### config.mk
export PLATFORM = sky130hd
export DESIGN_NAME = boot_strap_latch
export DESIGN_NICKNAME = d
export VERILOG_FILES = /design/src/strap_pkg.sv /design/src/strap_pin_sync.sv /design/src/strap_axil_slave.sv /design/src/boot_strap_latch.sv
export SDC_FILE = /design/constraint.sdc
export NUM_CORES = 1
export LEC_CHECK = 0
export BUFFER_PORTS_ARGS = -buffer_cell sky130_fd_sc_hd__buf_2
export CORE_MARGIN = 2
export CORE_UTILIZATION = 40
export CTS_CLUSTER_DIAMETER = 100
export CTS_CLUSTER_SIZE = 10
export DETAILED_ROUTE_END_ITERATION = 10
export SYNTH_ARGS = -nofsm -noshare
export SYNTH_HDL_FRONTEND = slang
export SYNTH_HIERARCHICAL = 1
export SYNTH_SLANG_ARGS = --single-unit
### constraint.sdc
create_clock -name aclk -period 1.85 [get_ports aclk]
set_clock_uncertainty 0.05 [all_clocks]
set_input_delay 0.185 -clock aclk [delete_from_list [all_inputs] [get_ports aclk]]
set_output_delay 0.185 -clock aclk [all_outputs]
set_load 0.05 [all_outputs]
### src/strap_pkg.sv
// constants and register map shared by the boot strap latch design
// What this block does
// RL1: every system reset, whatever its cause, latches the level of each strap pin as one bit.
// RL2: latched bits hold until power-down, whatever the strap pins do later.
// RL3: software reads all five latched bits from a read-only strap capture register.
// RL4: during reset each strap pin has its weak internal pull on, so an open pin latches the default.
// RL5: after reset release every strap pin goes back to its normal function.
// RL6: supply strap (default low) selects 3.3V for the flash rail when 0 and 1.8V when 1.
// RL7: boot select 1 means flash boot; boot select 0 with qualify 0 means download boot.
// RL8: log-and-timing strap 1 lets boot debug toggle the console line, 0 keeps it silent.
// RL9: slave sdio sampling edge comes from log-and-timing, output edge from the output-edge strap.
// RL10: after boot firmware can override the supply choice and the slave sdio edges.
// RL11: the board or a host drives a strap to a non-default level during power-up.
// RL12: chip enable is active high; the chip runs only while it is high.
// RL13: the bit order of the five straps in the capture register is fixed by this design.
package strap_pkg;
  localparam int STRAP_W = 5;
  localparam int ADDR_W = 4;
  localparam int DATA_W = 32;

  // capture register bit positions
  localparam int B_SUPPLY = 0;
  localparam int B_BOOT_SEL = 1;
  localparam int B_QUALIFY = 2;
  localparam int B_LOG_TIMING = 3;
  localparam int B_OUT_EDGE = 4;

  // default pull of each strap pin
  localparam logic [STRAP_W-1:0] PULL_UP_MASK = 5'h1a;
  localparam logic [STRAP_W-1:0] PULL_DOWN_MASK = 5'h05;

  // register byte offsets
  localparam logic [ADDR_W-1:0] OFS_CAPTURE = 4'h0;
  localparam logic [ADDR_W-1:0] OFS_OVERRIDE = 4'h4;
  localparam logic [ADDR_W-1:0] OFS_STATUS = 4'h8;

  // override register fields
  localparam int OV_SUPPLY_EN = 0;
  localparam int OV_SUPPLY_1V8 = 1;
  localparam int OV_SDIO_EN = 2;
  localparam int OV_SAMPLE_RISE = 3;
  localparam int OV_OUTPUT_RISE = 4;
  localparam int OV_W = 5;

  // status register fields
  localparam int ST_SUPPLY_1V8 = 0;
  localparam int ST_BOOT_FLASH = 1;
  localparam int ST_BOOT_DOWNLOAD = 2;
  localparam int ST_BOOT_INVALID = 3;
  localparam int ST_LOG_ENABLE = 4;
  localparam int ST_SAMPLE_RISE = 5;
  localparam int ST_OUTPUT_RISE = 6;
  localparam int ST_PINS_FUNC = 7;
  localparam int ST_PIN_DIFF = 8;
  localparam int ST_W = 9;

  localparam logic [1:0] RESP_OKAY = 2'h0;
  localparam logic [1:0] RESP_SLVERR = 2'h2;
  localparam logic [1:0] RESP_DECERR = 2'h3;

  typedef enum logic [2:0] {
    PH_SAMPLE = 3'h1,
    PH_OFF = 3'h2,
    PH_RUN = 3'h4
  } phase_t;
endpackage : strap_pkg

### src/strap_pin_sync.sv
// three-stage synchroniser with agreement filter for pin inputs
`timescale 1ns/1ps
module strap_pin_sync #(
  parameter int WIDTH = 6
) (
  input wire logic aclk,
  input wire logic [WIDTH-1:0] pin_in,
  output logic [WIDTH-1:0] pin_out
);
  typedef struct packed {
    logic [WIDTH-1:0] s1;
    logic [WIDTH-1:0] s2;
    logic [WIDTH-1:0] s3;
    logic [WIDTH-1:0] filt;
  } sync_t;

  sync_t sync_reg;
  sync_t sync_next;

  // no reset: the chain must keep sampling while reset is held
  always_comb begin
    sync_next = sync_reg;
    sync_next.s1 = pin_in;
    sync_next.s2 = sync_reg.s1;
    sync_next.s3 = sync_reg.s2;
    for (int i = 0; i < WIDTH; i++) begin
      if (sync_reg.s2[i] == sync_reg.s3[i]) begin
        sync_next.filt[i] = sync_reg.s3[i];
      end
    end
  end

  always_ff @(posedge aclk) begin
    sync_reg <= sync_next;
  end

  assign pin_out = sync_reg.filt;
endmodule : strap_pin_sync

### src/strap_axil_slave.sv
// axi4-lite slave front end with a simple register port
`timescale 1ns/1ps
module strap_axil_slave
  import strap_pkg::*;
(
  input wire logic aclk,
  input wire logic aresetn,
  input wire logic [ADDR_W-1:0] s_axi_awaddr,
  input wire logic s_axi_awvalid,
  output logic s_axi_awready,
  input wire logic [DATA_W-1:0] s_axi_wdata,
  input wire logic [DATA_W/8-1:0] s_axi_wstrb,
  input wire logic s_axi_wvalid,
  output logic s_axi_wready,
  output logic [1:0] s_axi_bresp,
  output logic s_axi_bvalid,
  input wire logic s_axi_bready,
  input wire logic [ADDR_W-1:0] s_axi_araddr,
  input wire logic s_axi_arvalid,
  output logic s_axi_arready,
  output logic [DATA_W-1:0] s_axi_rdata,
  output logic [1:0] s_axi_rresp,
  output logic s_axi_rvalid,
  input wire logic s_axi_rready,
  output logic wr_en,
  output logic [ADDR_W-1:0] wr_addr,
  output logic [DATA_W-1:0] wr_data,
  output logic [DATA_W/8-1:0] wr_strb,
  input wire logic [1:0] wr_resp,
  output logic rd_en,
  output logic [ADDR_W-1:0] rd_addr,
  input wire logic [DATA_W-1:0] rd_data,
  input wire logic [1:0] rd_resp
);
  typedef struct packed {
    logic aw_held;
    logic w_held;
    logic [ADDR_W-1:0] addr;
    logic [DATA_W-1:0] data;
    logic [DATA_W/8-1:0] strb;
    logic awready;
    logic wready;
    logic bvalid;
    logic [1:0] bresp;
    logic arready;
    logic rvalid;
    logic [DATA_W-1:0] rdata;
    logic [1:0] rresp;
  } axil_t;

  axil_t bus_reg;
  axil_t bus_next;

  assign wr_en = bus_reg.aw_held & bus_reg.w_held & ~bus_reg.bvalid;
  assign wr_addr = bus_reg.addr;
  assign wr_data = bus_reg.data;
  assign wr_strb = bus_reg.strb;
  assign rd_en = s_axi_arvalid & bus_reg.arready;
  assign rd_addr = s_axi_araddr;

  always_comb begin
    bus_next = bus_reg;
    if (s_axi_awvalid && bus_reg.awready) begin
      bus_next.aw_held = 1'b1;
      bus_next.addr = s_axi_awaddr;
    end
    if (s_axi_wvalid && bus_reg.wready) begin
      bus_next.w_held = 1'b1;
      bus_next.data = s_axi_wdata;
      bus_next.strb = s_axi_wstrb;
    end
    if (wr_en) begin
      bus_next.aw_held = 1'b0;
      bus_next.w_held = 1'b0;
      bus_next.bvalid = 1'b1;
      bus_next.bresp = wr_resp;
    end else if (bus_reg.bvalid && s_axi_bready) begin
      bus_next.bvalid = 1'b0;
    end
    // each channel takes one beat, then waits for the response to drain
    bus_next.awready = ~bus_next.aw_held & ~bus_next.bvalid;
    bus_next.wready = ~bus_next.w_held & ~bus_next.bvalid;
    if (rd_en) begin
      bus_next.rvalid = 1'b1;
      bus_next.rdata = rd_data;
      bus_next.rresp = rd_resp;
    end else if (bus_reg.rvalid && s_axi_rready) begin
      bus_next.rvalid = 1'b0;
    end
    bus_next.arready = ~bus_next.rvalid;
    if (!aresetn) begin
      bus_next = '0;
    end
  end

  always_ff @(posedge aclk) begin
    bus_reg <= bus_next;
  end

  assign s_axi_awready = bus_reg.awready;
  assign s_axi_wready = bus_reg.wready;
  assign s_axi_bvalid = bus_reg.bvalid;
  assign s_axi_bresp = bus_reg.bresp;
  assign s_axi_arready = bus_reg.arready;
  assign s_axi_rvalid = bus_reg.rvalid;
  assign s_axi_rdata = bus_reg.rdata;
  assign s_axi_rresp = bus_reg.rresp;
endmodule : strap_axil_slave

### src/boot_strap_latch.sv
// boot strap latch: capture, hold and decode of the five straps, with override of the supply choice and sdio edges
`timescale 1ns/1ps
module boot_strap_latch
  import strap_pkg::*;
(
  input wire logic aclk,
  input wire logic aresetn,
  input wire logic chip_enable,
  input wire logic supply_voltage_strap,
  input wire logic boot_select_strap,
  input wire logic download_qualify_strap,
  input wire logic log_and_timing_strap,
  input wire logic sdio_output_edge_strap,
  output logic [STRAP_W-1:0] strap_pull_up_en,
  output logic [STRAP_W-1:0] strap_pull_down_en,
  output logic strap_pins_functional,
  output logic chip_active,
  output logic flash_supply_1v8,
  output logic boot_from_flash,
  output logic boot_download,
  output logic boot_select_invalid,
  output logic boot_log_enable,
  output logic sdio_sample_rising,
  output logic sdio_output_rising,
  input wire logic [ADDR_W-1:0] s_axi_awaddr,
  input wire logic s_axi_awvalid,
  output logic s_axi_awready,
  input wire logic [DATA_W-1:0] s_axi_wdata,
  input wire logic [DATA_W/8-1:0] s_axi_wstrb,
  input wire logic s_axi_wvalid,
  output logic s_axi_wready,
  output logic [1:0] s_axi_bresp,
  output logic s_axi_bvalid,
  input wire logic s_axi_bready,
  input wire logic [ADDR_W-1:0] s_axi_araddr,
  input wire logic s_axi_arvalid,
  output logic s_axi_arready,
  output logic [DATA_W-1:0] s_axi_rdata,
  output logic [1:0] s_axi_rresp,
  output logic s_axi_rvalid,
  input wire logic s_axi_rready
);
  typedef struct packed {
    phase_t phase;
    logic [STRAP_W-1:0] pull_up;
    logic [STRAP_W-1:0] pull_down;
    logic pins_func;
    logic [STRAP_W-1:0] capture;
    logic [OV_W-1:0] ovr;
    logic pin_diff;
    logic active;
    logic supply_1v8;
    logic from_flash;
    logic download;
    logic invalid;
    logic log_en;
    logic sample_rise;
    logic output_rise;
  } latch_t;

  latch_t st_reg;
  latch_t st_next;

  logic [STRAP_W:0] pins_raw;
  logic [STRAP_W:0] pins_sync;
  logic [STRAP_W-1:0] strap_now;
  logic enable_now;

  logic wr_en;
  logic [ADDR_W-1:0] wr_addr;
  logic [DATA_W-1:0] wr_data;
  logic [DATA_W/8-1:0] wr_strb;
  logic [1:0] wr_resp;
  logic rd_en;
  logic [ADDR_W-1:0] rd_addr;
  logic [DATA_W-1:0] rd_data;
  logic [1:0] rd_resp;

  // capture order of the straps
  assign pins_raw = {chip_enable, sdio_output_edge_strap, log_and_timing_strap,
                     download_qualify_strap, boot_select_strap, supply_voltage_strap}; // RL13

  strap_pin_sync #(
    .WIDTH(STRAP_W + 1)
  ) u_sync (
    .aclk(aclk),
    .pin_in(pins_raw),
    .pin_out(pins_sync)
  );

  assign strap_now = pins_sync[STRAP_W-1:0];
  assign enable_now = pins_sync[STRAP_W];

  strap_axil_slave u_bus (
    .aclk(aclk),
    .aresetn(aresetn),
    .s_axi_awaddr(s_axi_awaddr),
    .s_axi_awvalid(s_axi_awvalid),
    .s_axi_awready(s_axi_awready),
    .s_axi_wdata(s_axi_wdata),
    .s_axi_wstrb(s_axi_wstrb),
    .s_axi_wvalid(s_axi_wvalid),
    .s_axi_wready(s_axi_wready),
    .s_axi_bresp(s_axi_bresp),
    .s_axi_bvalid(s_axi_bvalid),
    .s_axi_bready(s_axi_bready),
    .s_axi_araddr(s_axi_araddr),
    .s_axi_arvalid(s_axi_arvalid),
    .s_axi_arready(s_axi_arready),
    .s_axi_rdata(s_axi_rdata),
    .s_axi_rresp(s_axi_rresp),
    .s_axi_rvalid(s_axi_rvalid),
    .s_axi_rready(s_axi_rready),
    .wr_en(wr_en),
    .wr_addr(wr_addr),
    .wr_data(wr_data),
    .wr_strb(wr_strb),
    .wr_resp(wr_resp),
    .rd_en(rd_en),
    .rd_addr(rd_addr),
    .rd_data(rd_data),
    .rd_resp(rd_resp)
  );

  // answer code for an access to a given offset
  function automatic logic [1:0] access_resp(input logic [ADDR_W-1:0] addr,
                                             input logic is_write);
    logic [1:0] resp;
    resp = RESP_DECERR;
    case (addr)
      OFS_CAPTURE: begin
        resp = is_write ? RESP_SLVERR : RESP_OKAY; // RL3
      end
      OFS_OVERRIDE: begin
        resp = RESP_OKAY;
      end
      OFS_STATUS: begin
        resp = is_write ? RESP_SLVERR : RESP_OKAY;
      end
      default: begin
        resp = RESP_DECERR;
      end
    endcase
    return resp;
  endfunction : access_resp

  // status word of the current decoded state
  function automatic logic [ST_W-1:0] status_word(input latch_t s);
    logic [ST_W-1:0] w;
    w = '0;
    w[ST_SUPPLY_1V8] = s.supply_1v8;
    w[ST_BOOT_FLASH] = s.from_flash;
    w[ST_BOOT_DOWNLOAD] = s.download;
    w[ST_BOOT_INVALID] = s.invalid;
    w[ST_LOG_ENABLE] = s.log_en;
    w[ST_SAMPLE_RISE] = s.sample_rise;
    w[ST_OUTPUT_RISE] = s.output_rise;
    w[ST_PINS_FUNC] = s.pins_func;
    w[ST_PIN_DIFF] = s.pin_diff;
    return w;
  endfunction : status_word

  // firmware value wins over the strap once its enable bit is set
  function automatic logic pick_override(input logic ovr_en, input logic ovr_val,
                                         input logic strap_val);
    return ovr_en ? ovr_val : strap_val;
  endfunction : pick_override

  assign wr_resp = access_resp(wr_addr, 1'b1);
  assign rd_resp = access_resp(rd_addr, 1'b0);

  always_comb begin
    rd_data = '0;
    case (rd_addr)
      OFS_CAPTURE: begin
        rd_data[STRAP_W-1:0] = st_reg.capture; // RL3
      end
      OFS_OVERRIDE: begin
        rd_data[OV_W-1:0] = st_reg.ovr;
      end
      OFS_STATUS: begin
        rd_data[ST_W-1:0] = status_word(st_reg);
      end
      default: begin
        rd_data = '0;
      end
    endcase
  end

  always_comb begin
    st_next = st_reg;
    if (!aresetn || !enable_now) begin
      // reset or chip disabled: pulls on, pins owned by the latch, keep sampling
      st_next.phase = (!aresetn) ? PH_SAMPLE : PH_OFF; // RL12
      st_next.pull_up = PULL_UP_MASK; // RL4
      st_next.pull_down = PULL_DOWN_MASK; // RL4
      st_next.pins_func = 1'b0;
      st_next.capture = strap_now; // RL1
      st_next.ovr = '0;
      st_next.pin_diff = 1'b0;
      st_next.active = 1'b0; // RL12
      st_next.supply_1v8 = 1'b0;
      st_next.from_flash = 1'b0;
      st_next.download = 1'b0;
      st_next.invalid = 1'b0;
      st_next.log_en = 1'b0;
      st_next.sample_rise = 1'b0;
      st_next.output_rise = 1'b0;
    end else begin
      case (st_reg.phase)
        PH_SAMPLE, PH_OFF: begin
          // the last value sampled before release is the one kept
          st_next.phase = PH_RUN;
          st_next.pull_up = '0; // RL5
          st_next.pull_down = '0; // RL5
          st_next.pins_func = 1'b1; // RL5
          st_next.active = 1'b1;
        end
        PH_RUN: begin
          // capture is left alone here, so later pin activity has no effect
          st_next.capture = st_reg.capture; // RL2
          if (wr_en && wr_addr == OFS_OVERRIDE && wr_strb[0]) begin
            st_next.ovr = wr_data[OV_W-1:0]; // RL10
          end
          // sticky hint that a pin now differs from its captured level
          if (strap_now != st_reg.capture) begin
            st_next.pin_diff = 1'b1;
          end
        end
        default: begin
          st_next.phase = PH_SAMPLE;
        end
      endcase
      if (st_reg.phase == PH_RUN) begin
        st_next.supply_1v8 = pick_override(st_reg.ovr[OV_SUPPLY_EN], st_reg.ovr[OV_SUPPLY_1V8],
                                           st_reg.capture[B_SUPPLY]); // RL6 RL10
        st_next.from_flash = st_reg.capture[B_BOOT_SEL]; // RL7
        st_next.download = ~st_reg.capture[B_BOOT_SEL]
                           & ~st_reg.capture[B_QUALIFY]; // RL7
        // boot select low with qualify high is not a defined boot mode
        st_next.invalid = ~st_reg.capture[B_BOOT_SEL] & st_reg.capture[B_QUALIFY];
        st_next.log_en = st_reg.capture[B_LOG_TIMING]; // RL8
        st_next.sample_rise = pick_override(st_reg.ovr[OV_SDIO_EN], st_reg.ovr[OV_SAMPLE_RISE],
                                            st_reg.capture[B_LOG_TIMING]); // RL9 RL10
        st_next.output_rise = pick_override(st_reg.ovr[OV_SDIO_EN], st_reg.ovr[OV_OUTPUT_RISE],
                                            st_reg.capture[B_OUT_EDGE]); // RL9 RL10
      end
    end
  end

  always_ff @(posedge aclk) begin
    st_reg <= st_next;
  end

  assign strap_pull_up_en = st_reg.pull_up;
  assign strap_pull_down_en = st_reg.pull_down;
  assign strap_pins_functional = st_reg.pins_func;
  assign chip_active = st_reg.active;
  assign flash_supply_1v8 = st_reg.supply_1v8;
  assign boot_from_flash = st_reg.from_flash;
  assign boot_download = st_reg.download;
  assign boot_select_invalid = st_reg.invalid;
  assign boot_log_enable = st_reg.log_en;
  assign sdio_sample_rising = st_reg.sample_rise;
  assign sdio_output_rising = st_reg.output_rise;
endmodule : boot_strap_latch

* Yosys cells after proc, flatten, opt, wreduce, memory -nomap -nowiden
Index checks and enable logic that the tools add are counted.
W data, S select, Z words.
** Storage, ports and cells
- Bits in registers :: 81
- Word-level logic and storage cells :: 104
** Cells by class
- Equal/unequal tests :: 15
- Multiplexer cells :: 23
- Bitwise gates (word level) :: 14
- Reductions and logical operators :: 16
** Operator list (number)
- $mux W33 :: 1
- $pmux W5 S3 :: 1
- $mux W1 :: 11
- $mux W11 :: 1
- $eq A4 B3 Y1 const B :: 2
- $eq A4 B4 Y1 const B :: 2
- $logic_not A4 Y1 :: 2
- $and A1 B1 Y1 :: 7
- $mux W7 :: 1
- $not A1 Y1 :: 7
- $eq A1 B1 Y1 :: 6
- $logic_and A1 B1 Y1 :: 6
- $mux W2 :: 3
- $mux W6 :: 1
- $pmux W3 S2 :: 1
- $mux W5 :: 1
- $ne A5 B5 Y1 :: 1
- $mux W4 :: 1
- $pmux W2 S2 :: 1
- $reduce_and A2 Y1 :: 2
- $reduce_or A2 Y1 :: 2
- $eq A3 B1 Y1 const B :: 1
- $eq A3 B2 Y1 const B :: 1
- $eq A3 B3 Y1 const B :: 1
- other kinds (4) :: 5

* Depth between registers and ports, before layout
Gate-level depths: netlist of the first run.
- Depth after elaboration :: 7
- Depth in mapped cells :: 7

* By module
Netlist of the first run, hierarchy kept.
** Modules (own cells, without submodules)
- strap_axil_slave :: instances 1, cells each 433, area each 3778.6 um^2, seq. area each 1661.6 um^2
- boot_strap_latch :: instances 1, cells each 131, area each 1243.7 um^2, seq. area each 540.5 um^2
- strap_pin_sync :: instances 1, cells each 36, area each 638.1 um^2, seq. area each 540.5 um^2

* Worst setup path before layout of the first run
No wires, ideal clock.
- Kind :: flip-flop to flip-flop
- Start point :: register u_bus.bus_reg (netlist bit u_bus/wr_addr[1])
- End point :: register st_reg[10] (netlist bit)
- Library setup time :: 0.072 ns
- Arrival :: 1.475 ns
- Path slack :: 0.254 ns
- Cell stages (with the launch flop) :: 5
- Period minus slack after synthesis :: 1.596 ns
- Cells stage by stage :: dfxtp_1 buf_4 or4b_4 nor3_4 mux2i_1
** On the way
- Word-level cells in the longest chain between the ends :: 4
** RTL lines
- start, declared :: RTL line strap_axil_slave.sv:51 : axil_t bus_reg;
- start signal, assigned :: RTL line strap_axil_slave.sv:97 : bus_reg <= bus_next;
- $eq A4 B3 Y1 :: RTL line boot_strap_latch.sv:222 : if (wr_en && wr_addr == OFS_OVERRIDE && wr_strb[0]) begin
- $logic_and A1 B1 Y1 (2 in series) :: RTL line boot_strap_latch.sv:222
- $reduce_and A2 Y1 (no source line)
- end signal, assigned :: RTL line boot_strap_latch.sv:252 : st_reg <= st_next;
- end, declared :: RTL line boot_strap_latch.sv:61 : latch_t st_reg;
No other way between the ends.
A chain may end at the register's enable or synchronous reset.

* Worst setup path after layout of the first run
- Start point :: register st_reg[31] (netlist bit)
- End point :: register st_reg[11] (netlist bit)
** On the way
- Word-level cells in the longest chain between the ends :: 2
** RTL lines
- $eq A3 B3 Y1 :: RTL line boot_strap_latch.sv:210 : case (st_reg.phase)
- $reduce_and A2 Y1 (no source line)
No other way between the ends.

==> key figures, run 1 <==
STA
  • Minimum clock period: 1.682 ns
  • Slew Limit Fails: 0
  • Worst hold slack: 0.02047 ns
  • Rel. slew slack: 0.5383
  • Fin Setup TNS: 0 ns
  • Hold Violations, Final: 0
  • Final setup fails: 0
  • Fin crit share: 0.9091
  • RSZ-0062 raised after global routing: no
  • Fmax: 594.6 MHz
  • Worst Tran Pin Value: 0.6830 ns

Pwr
  • Leakage power: 1.940 nW
  • Worst vdd ir: 0.0003265 V
  • Pwr/cell area: 926.0 nW/um^2

Floorplan
  • Initial Util: 0.4153
  • Row cnt: 37
  • DIE WIDTH: 107.8 um
  • Die Area: 11610 um^2
  • Core box area: 10370 um^2
  • Die Ht: 107.8 um
  • IO Pins: 117

Critical path
  • Reg-to-reg critical path endpoint: st_reg[11]
  • Peak fanout along the critical path: 6
  • CP Depth: 3
  • Crit end category: register
  • WP data arrival: 1.93 ns
  • Worst Setup Path Type: reg -> reg
  • Slowest CP cell: or3b_1
  • Worst Path Buf+Inv: 0
  • Top delay family on crit path: simple AND/OR/NAND/NOR gates
  • Flop-to-flop setup slack: 0.17 ns
  • Timing endpoint of the critical path: st_reg[11]
  • Worst path cell trace: or3b_1, nor3_4, mux2i_1
  • Worst EP required: 2.09 ns
  • Crit path launch type: register
  • RR Startpoint: st_reg[31]
  • CP Launch Point: st_reg[31]
  • Reg2Reg Depth: 3
  • CP peak stage delay: 0.53 ns

Yosys
  • Avg Cell Area, Syn: 9.613 um^2
  • Yosys warns: 6
  • Mapped Area: 4307 um^2
  • Mapped Cells: 448

Clock network
  • Clock Latency Late Sink: 0.37 ns
  • CTS tree: done
  • Clk sinks: 100
  • Clk buf depth: 2
  • Reg clk slew, reported paths: 0.10 ns
  • CTS resizes: 0
  • Root Buffer: clkbuf_8
  • Htree depth: 3
  • CTS buffer count: 9

Detailed routing
  • 1st-pass router iterations: 4
  • DRT antenna net count: 0
  • DRT iter0 DRCs: 94
  • WL/cell: 11.61 um
  • Via count: 2759
  • # DRC: 0
  • Total wire length: 7302 um
  • Routed vias/inst: 4.386

Global route
  • Tot GR Track Use: 0.1312
  • Global-route wire length before repair: 11950 um
  • Vias in the first global route: 2551
  • Total gr overflow: 0
  • Met2 Use GR: 0.2031
  • GR Util met3: 0.04540
  • Antenna violations before repair: 0
  • Largest net degree at the start of global routing: 57
  • Met1 Track Usage GR: 0.1706
  • GRT busiest layer: met2

Finish
  • Largest register FFs: 32
  • Area growth syn-to-layout: 7.467%
  • # diodes: 0
  • Nets: 545
  • # fillers: 1065
  • Area of the multi-input gates: 1572 um^2
  • Register Area: 2142 um^2
  • Cell area after layout: 4628 um^2
  • Layout cells sized above 1: 0.2353

Placement
  • I/O Buffers: 81
  • RePlAce Congestion: 0.7716
  • Area of placed instances: 4347 um^2
  • Post-DP HPWL: 5163 um

Run
  • Max Cap Violations: 0

Run status
  • Status: finished clean

Worst hold path
  • Hold Path Class: in -> reg
[area by class of cell]
| cell class | instances | share of cell area |
|---|---|---|
| clock buffer | 9 | 0.02676 |
| clock inverter | 7 | 0.01460 |
| inverter | 5 | 0.004325 |
| multi-input combinational | 277 | 0.3396 |
| sequential | 100 | 0.4628 |
| tap | 136 | 0.03677 |
| timing repair buffer | 95 | 0.1152 |
[per-stage QoR]
step	total power, W	setup WS [ns]	cells	utilization
5_1_grt	0.004496	0.04340	629	0.4463
4_1_cts	0.004345	0.1433	628	0.4453
6_report	0.004286	0.1682	629	0.4463
3_5_place_dp	0.002990	0.1763	604	0.4192
3_3_place_gp	0.002977	0.2402	604	0.4192
2_1_floorplan	0.002972	0.2537	475	-
[metal layers]
metal	up-vias	wire [um]
met2	61	3244
met3	7	396
met4	0	67
met1	1238	3593
met5	-	0
li1	1453	-
[what timing repair did]
item	in CTS	in global routing
setup buffers	0	0
hold buffers	8	1
setup endpoints to repair	0	0
hold endpoints to repair	8	1
[cells in the final DEF (no fill, tap or decap), types with 2 or more instances in the layout]
cell type and count:
xnor2_1 7, a21boi_2 6, a21boi_1 29, mux2i_1 13, inv_8 3, o21ai_0 4
nor2b_1 2, xor2_1 5, nand2_1 107, inv_1 4, nor3_1 8, and2_1 10
nand2_2 2, a2bb2oi_1 5, nor3b_1 2, conb_1 28, nand3b_1 2, nor2_1 5
a21oi_1 6, a211oi_1 3, a21boi_0 12, dlygate4sd3_1 9, clkinv_4 3, edfxtp_1 14
nand2b_1 2, buf_2 81, dfxtp_1 86, clkbuf_8 9, nand3_1 6, buf_4 5
[worst min path at each step]
stage,from,slack (ns),cells past startpoint,endpoint
finish,s_axi_wdata[1],0.02,3,u_bus/wr_data[1]
global route,s_axi_wdata[4],0.01,3,u_bus/wr_data[4]
CTS,s_axi_awaddr[3],0.0007,3,u_bus/wr_addr[3]
detailed placement,sdio_output_edge_strap,0.24,1,u_sync/sync_next[16]
global placement,chip_enable,0.24,1,u_sync/sync_next[17]
floorplan,supply_voltage_strap,0.16,0,u_sync/sync_next[12]
[worst min-delay path, stage by stage]
cell and delay (ns):
buf_2 0.09, nand2_1 0.07, a21boi_2 0.05
[where the power goes]
group	switching, W	internal (W)	leakage, nW
registers	0.0000722	0.00231	0.850
clock network	0.000812	0.000524	0.0954
logic	0.000384	0.000181	0.995
Note: power is estimated with default switching activity, not from simulation.
==> inputs of run 2 (changes only) <==
--- a/config.mk
+++ b/config.mk
@@ -7,10 +7,11 @@
 export LEC_CHECK = 0
 export BUFFER_PORTS_ARGS = -buffer_cell sky130_fd_sc_hd__buf_2
 export CORE_MARGIN = 2
-export CORE_UTILIZATION = 40
+export CORE_UTILIZATION = 56
 export CTS_CLUSTER_DIAMETER = 100
 export CTS_CLUSTER_SIZE = 10
 export DETAILED_ROUTE_END_ITERATION = 10
+export PLACE_DENSITY = 0.81
 export SYNTH_ARGS = -nofsm -noshare
 export SYNTH_HDL_FRONTEND = slang
 export SYNTH_HIERARCHICAL = 1
==> constraint.sdc (replaced) <==
create_clock -name aclk -period 2 [get_ports aclk]
set_clock_uncertainty 0.05 [all_clocks]
set_input_delay 0.2 -clock aclk [delete_from_list [all_inputs] [get_ports aclk]]
set_output_delay 0.2 -clock aclk [all_outputs]
set_load 0.05 [all_outputs]
==> key figures, run 2 (synthesis results as in run 1) <==
Detailed routing
  • # DRC: 0 (unchanged)
  • DRT iter0 DRCs: 135 (+44%)
  • WL/cell: 11.93 um (+2.7%)
  • Routed vias/inst: 4.666 (+6.4%)
  • Via count: 2739 (-0.72%)
  • Total wire length: 7000 um (-4.1%)
  • DRT antenna net count: 0 (unchanged)
  • 1st-pass router iterations: 4 (unchanged)

Global route
  • Antenna violations before repair: 0 (unchanged)
  • Total gr overflow: 0 (unchanged)
  • Global-route wire length before repair: 11850 um (-0.80%)
  • Vias in the first global route: 2605 (+2.1%)
  • Largest net degree at the start of global routing: 57 (unchanged)
  • Tot GR Track Use: 0.1766 (+0.04543)

Finish
  • Cell area after layout: 4543 um^2 (-1.8%)
  • # fillers: 630 (-41%)
  • Highest-count cells in the layout ignoring fill and taps: nand2_1 (107), dfxtp_1 (86), buf_2 (81), a21boi_1 (29), conb_1 (28)
  • Commonest non-fill, non-tap cell in the layout: nand2_1
  • # diodes: 0 (unchanged)
  • Area of the multi-input gates: 1572 um^2 (unchanged)
  • Largest register FFs: 32 (unchanged)
  • Area growth syn-to-layout: 5.491%
  • Layout cells sized above 1: 0.2316 (-0.003737)
  • Register Area: 2142 um^2 (unchanged)
  • Nets: 540 (-0.92%)

Pwr
  • Internal power: 0.002886 W (-4.4%)
  • Power share of the clock group: 0.317 (+0.005)
  • Worst vdd ir: 0.0004635 V (+42%)
  • Reg power frac: 0.554 (-0.003)
  • Psw: 0.001100 W (-13%)
  • Final Power: 0.003986 W (-7.0%)
  • Comb pwr share: 0.129 (-0.003)
  • Leakage power: 1.924 nW (-0.80%)
  • Sw frac: 0.2759 (-0.01993)
  • Pwr/cell area: 877.3 nW/um^2 (-5.3%)

Critical path
  • Worst path cell trace: and2_1, inv_1, and2_1
  • Worst EP required: 2.07 ns (-0.02 ns)
  • RR Startpoint: u_sync/pin_out[5]
  • Reg-to-reg critical path endpoint: st_reg[15]
  • Top delay family on crit path: simple AND/OR/NAND/NOR gates
  • Peak fanout along the critical path: 20 (+14)
  • Slowest CP cell: and2_1
  • Crit path launch type: register
  • CP peak stage delay: 0.39 ns (-0.14 ns)
  • Worst Setup Path Type: reg -> reg
  • CP dominant cell by count: and2_1
  • Reg2Reg Depth: 3 (unchanged)
  • Crit end category: register
  • Flop-to-flop setup slack: 0.31 ns (+0.14 ns)
  • WP data arrival: 1.76 ns (-0.17 ns)
  • Worst Path Buf+Inv: 1 (+1)

Clock network
  • Root Buffer: clkbuf_8
  • Reg clk slew, reported paths: 0.10 ns (about the same)
  • CTS buffer count: 9 (unchanged)
  • Clk sinks: 100 (unchanged)
  • Clk buf depth: 2 (unchanged)
  • Htree depth: 3 (unchanged)
  • Clock Latency Late Sink: 0.36 ns (about the same)
  • CTS tree: done
  • Post-CTS Setup Bufs: 0 (unchanged)

Worst hold path
  • Hold depth: 3 (unchanged)
  • Hold path startpoint: s_axi_wdata[2]
  • Hold Path Class: in -> reg
  • Hold Path End: u_bus/wr_data[2]

Floorplan
  • Row cnt: 31 (-16%)
  • Initial Util: 0.5875 (+0.1722)
  • IO Pins: 117 (unchanged)
  • DIE WIDTH: 91.70 um (-15%)
  • Die Ht: 91.70 um (-15%)
  • Die Area: 8408 um^2 (-28%)
  • Core box area: 7331 um^2 (-29%)

Placement
  • I/O Buffers: 81 (unchanged)
  • RePlAce Congestion: 0.7594 (-1.6%)
  • Area of placed instances: 4285 um^2 (-1.4%)
  • Place WS: 0.3171 ns (+0.1408 ns)
  • Post-DP HPWL: 5001 um (-3.1%)

STA
  • Final setup fails: 0 (unchanged)
  • Setup WS post-layout: 0.3085 ns (+0.1403 ns)
  • Worst Tran Pin Value: 0.5797 ns (-0.1033 ns)
  • Fin Setup TNS: 0 ns (unchanged)
  • Fin crit share: 0.8457 (-0.06332)
  • Hold Violations, Final: 0 (unchanged)
  • Fmax: 591.2 MHz (-0.57%)
  • Worst hold slack: 0.03140 ns (+0.01094 ns)
  • Minimum clock period: 1.691 ns (+0.009723 ns)
  • Slew Limit Fails: 0 (unchanged)
  • Rel. slew slack: 0.6081 (+0.06984)
  • RSZ-0062 raised after global routing: no

Run
  • Max Cap Violations: 0 (unchanged)

Run status
  • Status: finished clean
==> run 2: final cells by class <==
cell class	count	area share
Tap cell	99	0.02727
Multi-Input combinational cell	277	0.3459
Clock buffer	9	0.02727
Timing Repair Buffer	90	0.1074
Clock inverter	7	0.01625
Sequential cell	100	0.4715
Inverter	5	0.004406
==> run 2: through the flow <==
stage,utilization,instances
after floorplan,-,475
after global placement,0.5846,565
after detailed placement,0.5846,565
after CTS,0.6197,587
after global routing,0.6197,587
final,0.6197,587
==> run 2: tightest hold or removal path, delay by kind of cell <==
family / cells / cell delay, ns
AO/OA/AOI/OAI: 1 / 0.04
AND/OR/NAND/NOR: 1 / 0.06
buffers and inverters: 1 / 0.10
==> run 2: what timing repair did <==
| action | 4_1_cts | 5_1_grt |
|---|---|---|
| setup endpoints to repair | 0 | 0 |
| hold endpoints to repair | 6 | 0 |
| resized for setup | 0 | 0 |
| hold buffers | 6 | 0 |
==> run 2: metal layers <==
layer,vias up,part of all wire,track usage
li1,1432,-,-
met5,-,0,0
met3,12,0.053,0.05834
met2,65,0.49,0.2953
met4,0,0.014,0.05473
met1,1230,0.45,0.2168
==> run 2: power groups by stage <==
stage / logic, W / clock network [W] / registers, W
after CTS: 0.000515 / 0.00132 / 0.00221
after floorplan: 0.000478 / 0 / 0.00227
after detailed placement: 0.000505 / 0 / 0.00225
after global placement: 0.000494 / 0 / 0.00225
final: 0.000514 / 0.00127 / 0.00221
after global routing: 0.000557 / 0.00140 / 0.00222
==> run 2: worst max-delay path by stage <==
stage	slack [ns]	cells past startpoint	endpoint	startpoint
6_report	0.31	3	st_reg[15]	u_sync/pin_out[5]
2_1_floorplan	0.40	4	st_reg[10]	u_bus/wr_addr[1]
4_1_cts	0.29	3	st_reg[15]	u_sync/pin_out[5]
3_5_place_dp	0.32	3	st_reg[14]	u_sync/pin_out[5]
3_3_place_gp	0.32	3	st_reg[15]	u_sync/pin_out[5]
5_1_grt	0.14	3	st_reg[15]	u_sync/pin_out[5]
==> inputs of run 3 (changes only) <==
==> constraint.sdc (replaced) <==
create_clock -name aclk -period 1.7 [get_ports aclk]
set_clock_uncertainty 0.05 [all_clocks]
set_input_delay 0.17 -clock aclk [delete_from_list [all_inputs] [get_ports aclk]]
set_output_delay 0.17 -clock aclk [all_outputs]
set_load 0.05 [all_outputs]
==> key figures, run 3 (synthesis results as in run 1) <==
Finish
  • Commonest non-fill, non-tap cell in the layout: nand2_1
  • Area growth syn-to-layout: 6.246%
  • Area of the multi-input gates: 1574 um^2 (+0.16%)
  • Highest-count cells in the layout ignoring fill and taps: nand2_1 (107), dfxtp_1 (86), buf_2 (81), a21boi_1 (29), conb_1 (28)
  • # fillers: 633 (+0.48%)
  • Nets: 545 (+0.93%)
  • Register Area: 2142 um^2 (unchanged)
  • Layout cells sized above 1: 0.2373 (+0.005765)
  • Final core utilization: 0.6242 (+0.004438)
  • Largest register FFs: 32 (unchanged)
  • # diodes: 0 (unchanged)

STA
  • RSZ-0062 raised after global routing: no
  • Slew Limit Fails: 0 (unchanged)
  • Fin Setup TNS: 0 ns (unchanged)
  • Rel. slew slack: 0.5930 (-0.01514)
  • Final setup fails: 0 (unchanged)
  • Minimum clock period: 1.601 ns (-0.09047 ns)
  • Worst Tran Pin Value: 0.6099 ns (+0.03020 ns)
  • Fmax: 624.6 MHz (+5.7%)
  • Fin crit share: 0.9418 (+0.09603)
  • Hold Violations, Final: 0 (unchanged)

Clock network
  • Root Buffer: clkbuf_8
  • CTS tree: done
  • CTS buffer count: 9 (unchanged)
  • Reg clk slew, reported paths: 0.09 ns (about the same)
  • Htree depth: 3 (unchanged)
  • Clk sinks: 100 (unchanged)
  • Clk buf depth: 2 (unchanged)
  • Clock Latency Late Sink: 0.36 ns (about the same)

Run
  • Max Cap Violations: 0 (unchanged)

Critical path
  • Worst EP required: 1.94 ns (-0.13 ns)
  • Slowest CP cell: or3b_4
  • Reg2Reg Depth: 3 (unchanged)
  • RR Startpoint: st_reg[31]
  • Reg-to-reg critical path endpoint: st_reg[11]
  • CP peak stage delay: 0.48 ns (+0.09 ns)
  • WP data arrival: 1.84 ns (+0.08 ns)
  • Worst path cell trace: or3b_4, nor3_4, mux2i_1
  • Crit path launch type: register
  • Peak fanout along the critical path: 6 (-70%)
  • Flop-to-flop setup slack: 0.1 ns (-0.21 ns)
  • Worst Setup Path Type: reg -> reg
  • Crit end category: register

Floorplan
  • Row cnt: 31 (unchanged)
  • Die Ht: 91.70 um (unchanged)
  • Core box area: 7331 um^2 (unchanged)
  • IO Pins: 117 (unchanged)
  • Die Area: 8408 um^2 (unchanged)
  • Initial Util: 0.5875 (unchanged)
  • DIE WIDTH: 91.70 um (unchanged)

Detailed routing
  • Routed vias/inst: 4.748 (+1.8%)
  • # DRC: 0 (unchanged)
  • Via count: 2811 (+2.6%)
  • DRT iter0 DRCs: 102 (-24%)
  • 1st-pass router iterations: 4 (unchanged)
  • Total wire length: 6998 um (about the same)
  • DRT antenna net count: 0 (unchanged)
  • WL/cell: 11.82 um (-0.87%)

Worst hold path
  • Hold Path End: u_bus/wr_data[1]
  • Hold path startpoint: s_axi_wdata[1]
  • Hold depth: 3 (unchanged)
  • Hold Path Class: in -> reg

Global route
  • Global-route wire length before repair: 11620 um (-2.0%)
  • Antenna violations before repair: 0 (unchanged)
  • Vias in the first global route: 2559 (-1.8%)
  • Largest net degree at the start of global routing: 57 (unchanged)
  • Total gr overflow: 0 (unchanged)
  • Tot GR Track Use: 0.1715 (-0.005096)

Run status
  • Status: finished clean

Pwr
  • Pwr/cell area: 1006 nW/um^2 (+15%)
  • Worst vdd ir: 0.0005046 V (+8.9%)
  • Leakage power: 1.927 nW (+0.13%)

Placement
  • RePlAce Congestion: 0.7415 (-2.4%)
  • I/O Buffers: 81 (unchanged)
  • Post-DP HPWL: 4970 um (-0.61%)
[run 3: changes by cell type in the layout (fill, tap and decap cells not counted)]
| cell | delta |
|---|---|
| or3b_4 | +1 |
| clkinvlp_4 | +4 |
| bufinv_16 | -1 |
| clkinv_1 | -1 |
| buf_4 | +2 |
| or3b_1 | -1 |
| clkinv_4 | -2 |
| dlygate4sd3_1 | +3 |
| clkinv_2 | -1 |
| inv_8 | +1 |
[run 3: layout make-up]
class	instances	share of cell area
sequential	100	0.4681
multi-input combinational	277	0.3440
timing repair buffer	95	0.1165
clock buffer	9	0.02707
tap	99	0.02707
clock inverter	7	0.01285
inverter	5	0.004375
[run 3: metal layers]
metal	routed length, um	share of wire	global-route usage	up-vias
met2	3216	0.46	0.2819	79
met1	3282	0.47	0.2179	1275
li1	-	-	-	1445
met4	124	0.018	0.07836	0
met5	0	0	0	-
met3	373	0.053	0.03533	12
[run 3: power by group]
part	leakage [nW]	internal [W]	switching (W)
clock	0.0804	0.000552	0.000839
combinational	0.996	0.000197	0.000416
sequential	0.850	0.00252	0.0000808
total	1.93	0.00327	0.00134
[run 3: metrics by stage]
stage                     std cells  hold slack, ns  area (um^2)  power (W)  worst slack [ns]
after global routing            592         0.01387         4576   0.004809           0.02186
final                           592         0.02160         4576   0.004602           0.09898
after CTS                       592        0.005717         4573   0.004642           0.03524
after detailed placement        567          0.2236         4300   0.003250           0.05886
after global placement          567          0.2222         4300   0.003230           0.09962
after floorplan                 475          0.1477         4408   0.003234            0.1037
[run 3: worst max path at each step]
stage	startpoint	to	slack [ns]	depth (start not counted)
after floorplan	u_bus/wr_addr[1]	st_reg[10]	0.10	4
after global placement	st_reg[31]	st_reg[13]	0.1	3
after detailed placement	st_reg[31]	st_reg[11]	0.06	3
after CTS	st_reg[31]	st_reg[11]	0.04	3
after global routing	st_reg[31]	st_reg[13]	0.02	3
final	st_reg[31]	st_reg[11]	0.1	3
[run 3: timing repair]
item                                    4_1_cts  5_1_grt
hold buffers                                  9        0
buffers inserted                              0        0
endpoints found under the setup margin        0        5
resized for setup                             0        1
hold endpoints to repair                      9        0
[run 3: worst max-delay path: cells and delay by family (launching register included)]
family,cells,cell delay [ns]
AND/OR/NAND/NOR,2,0.83
flip-flops,1,0.44
multiplexers,1,0.22
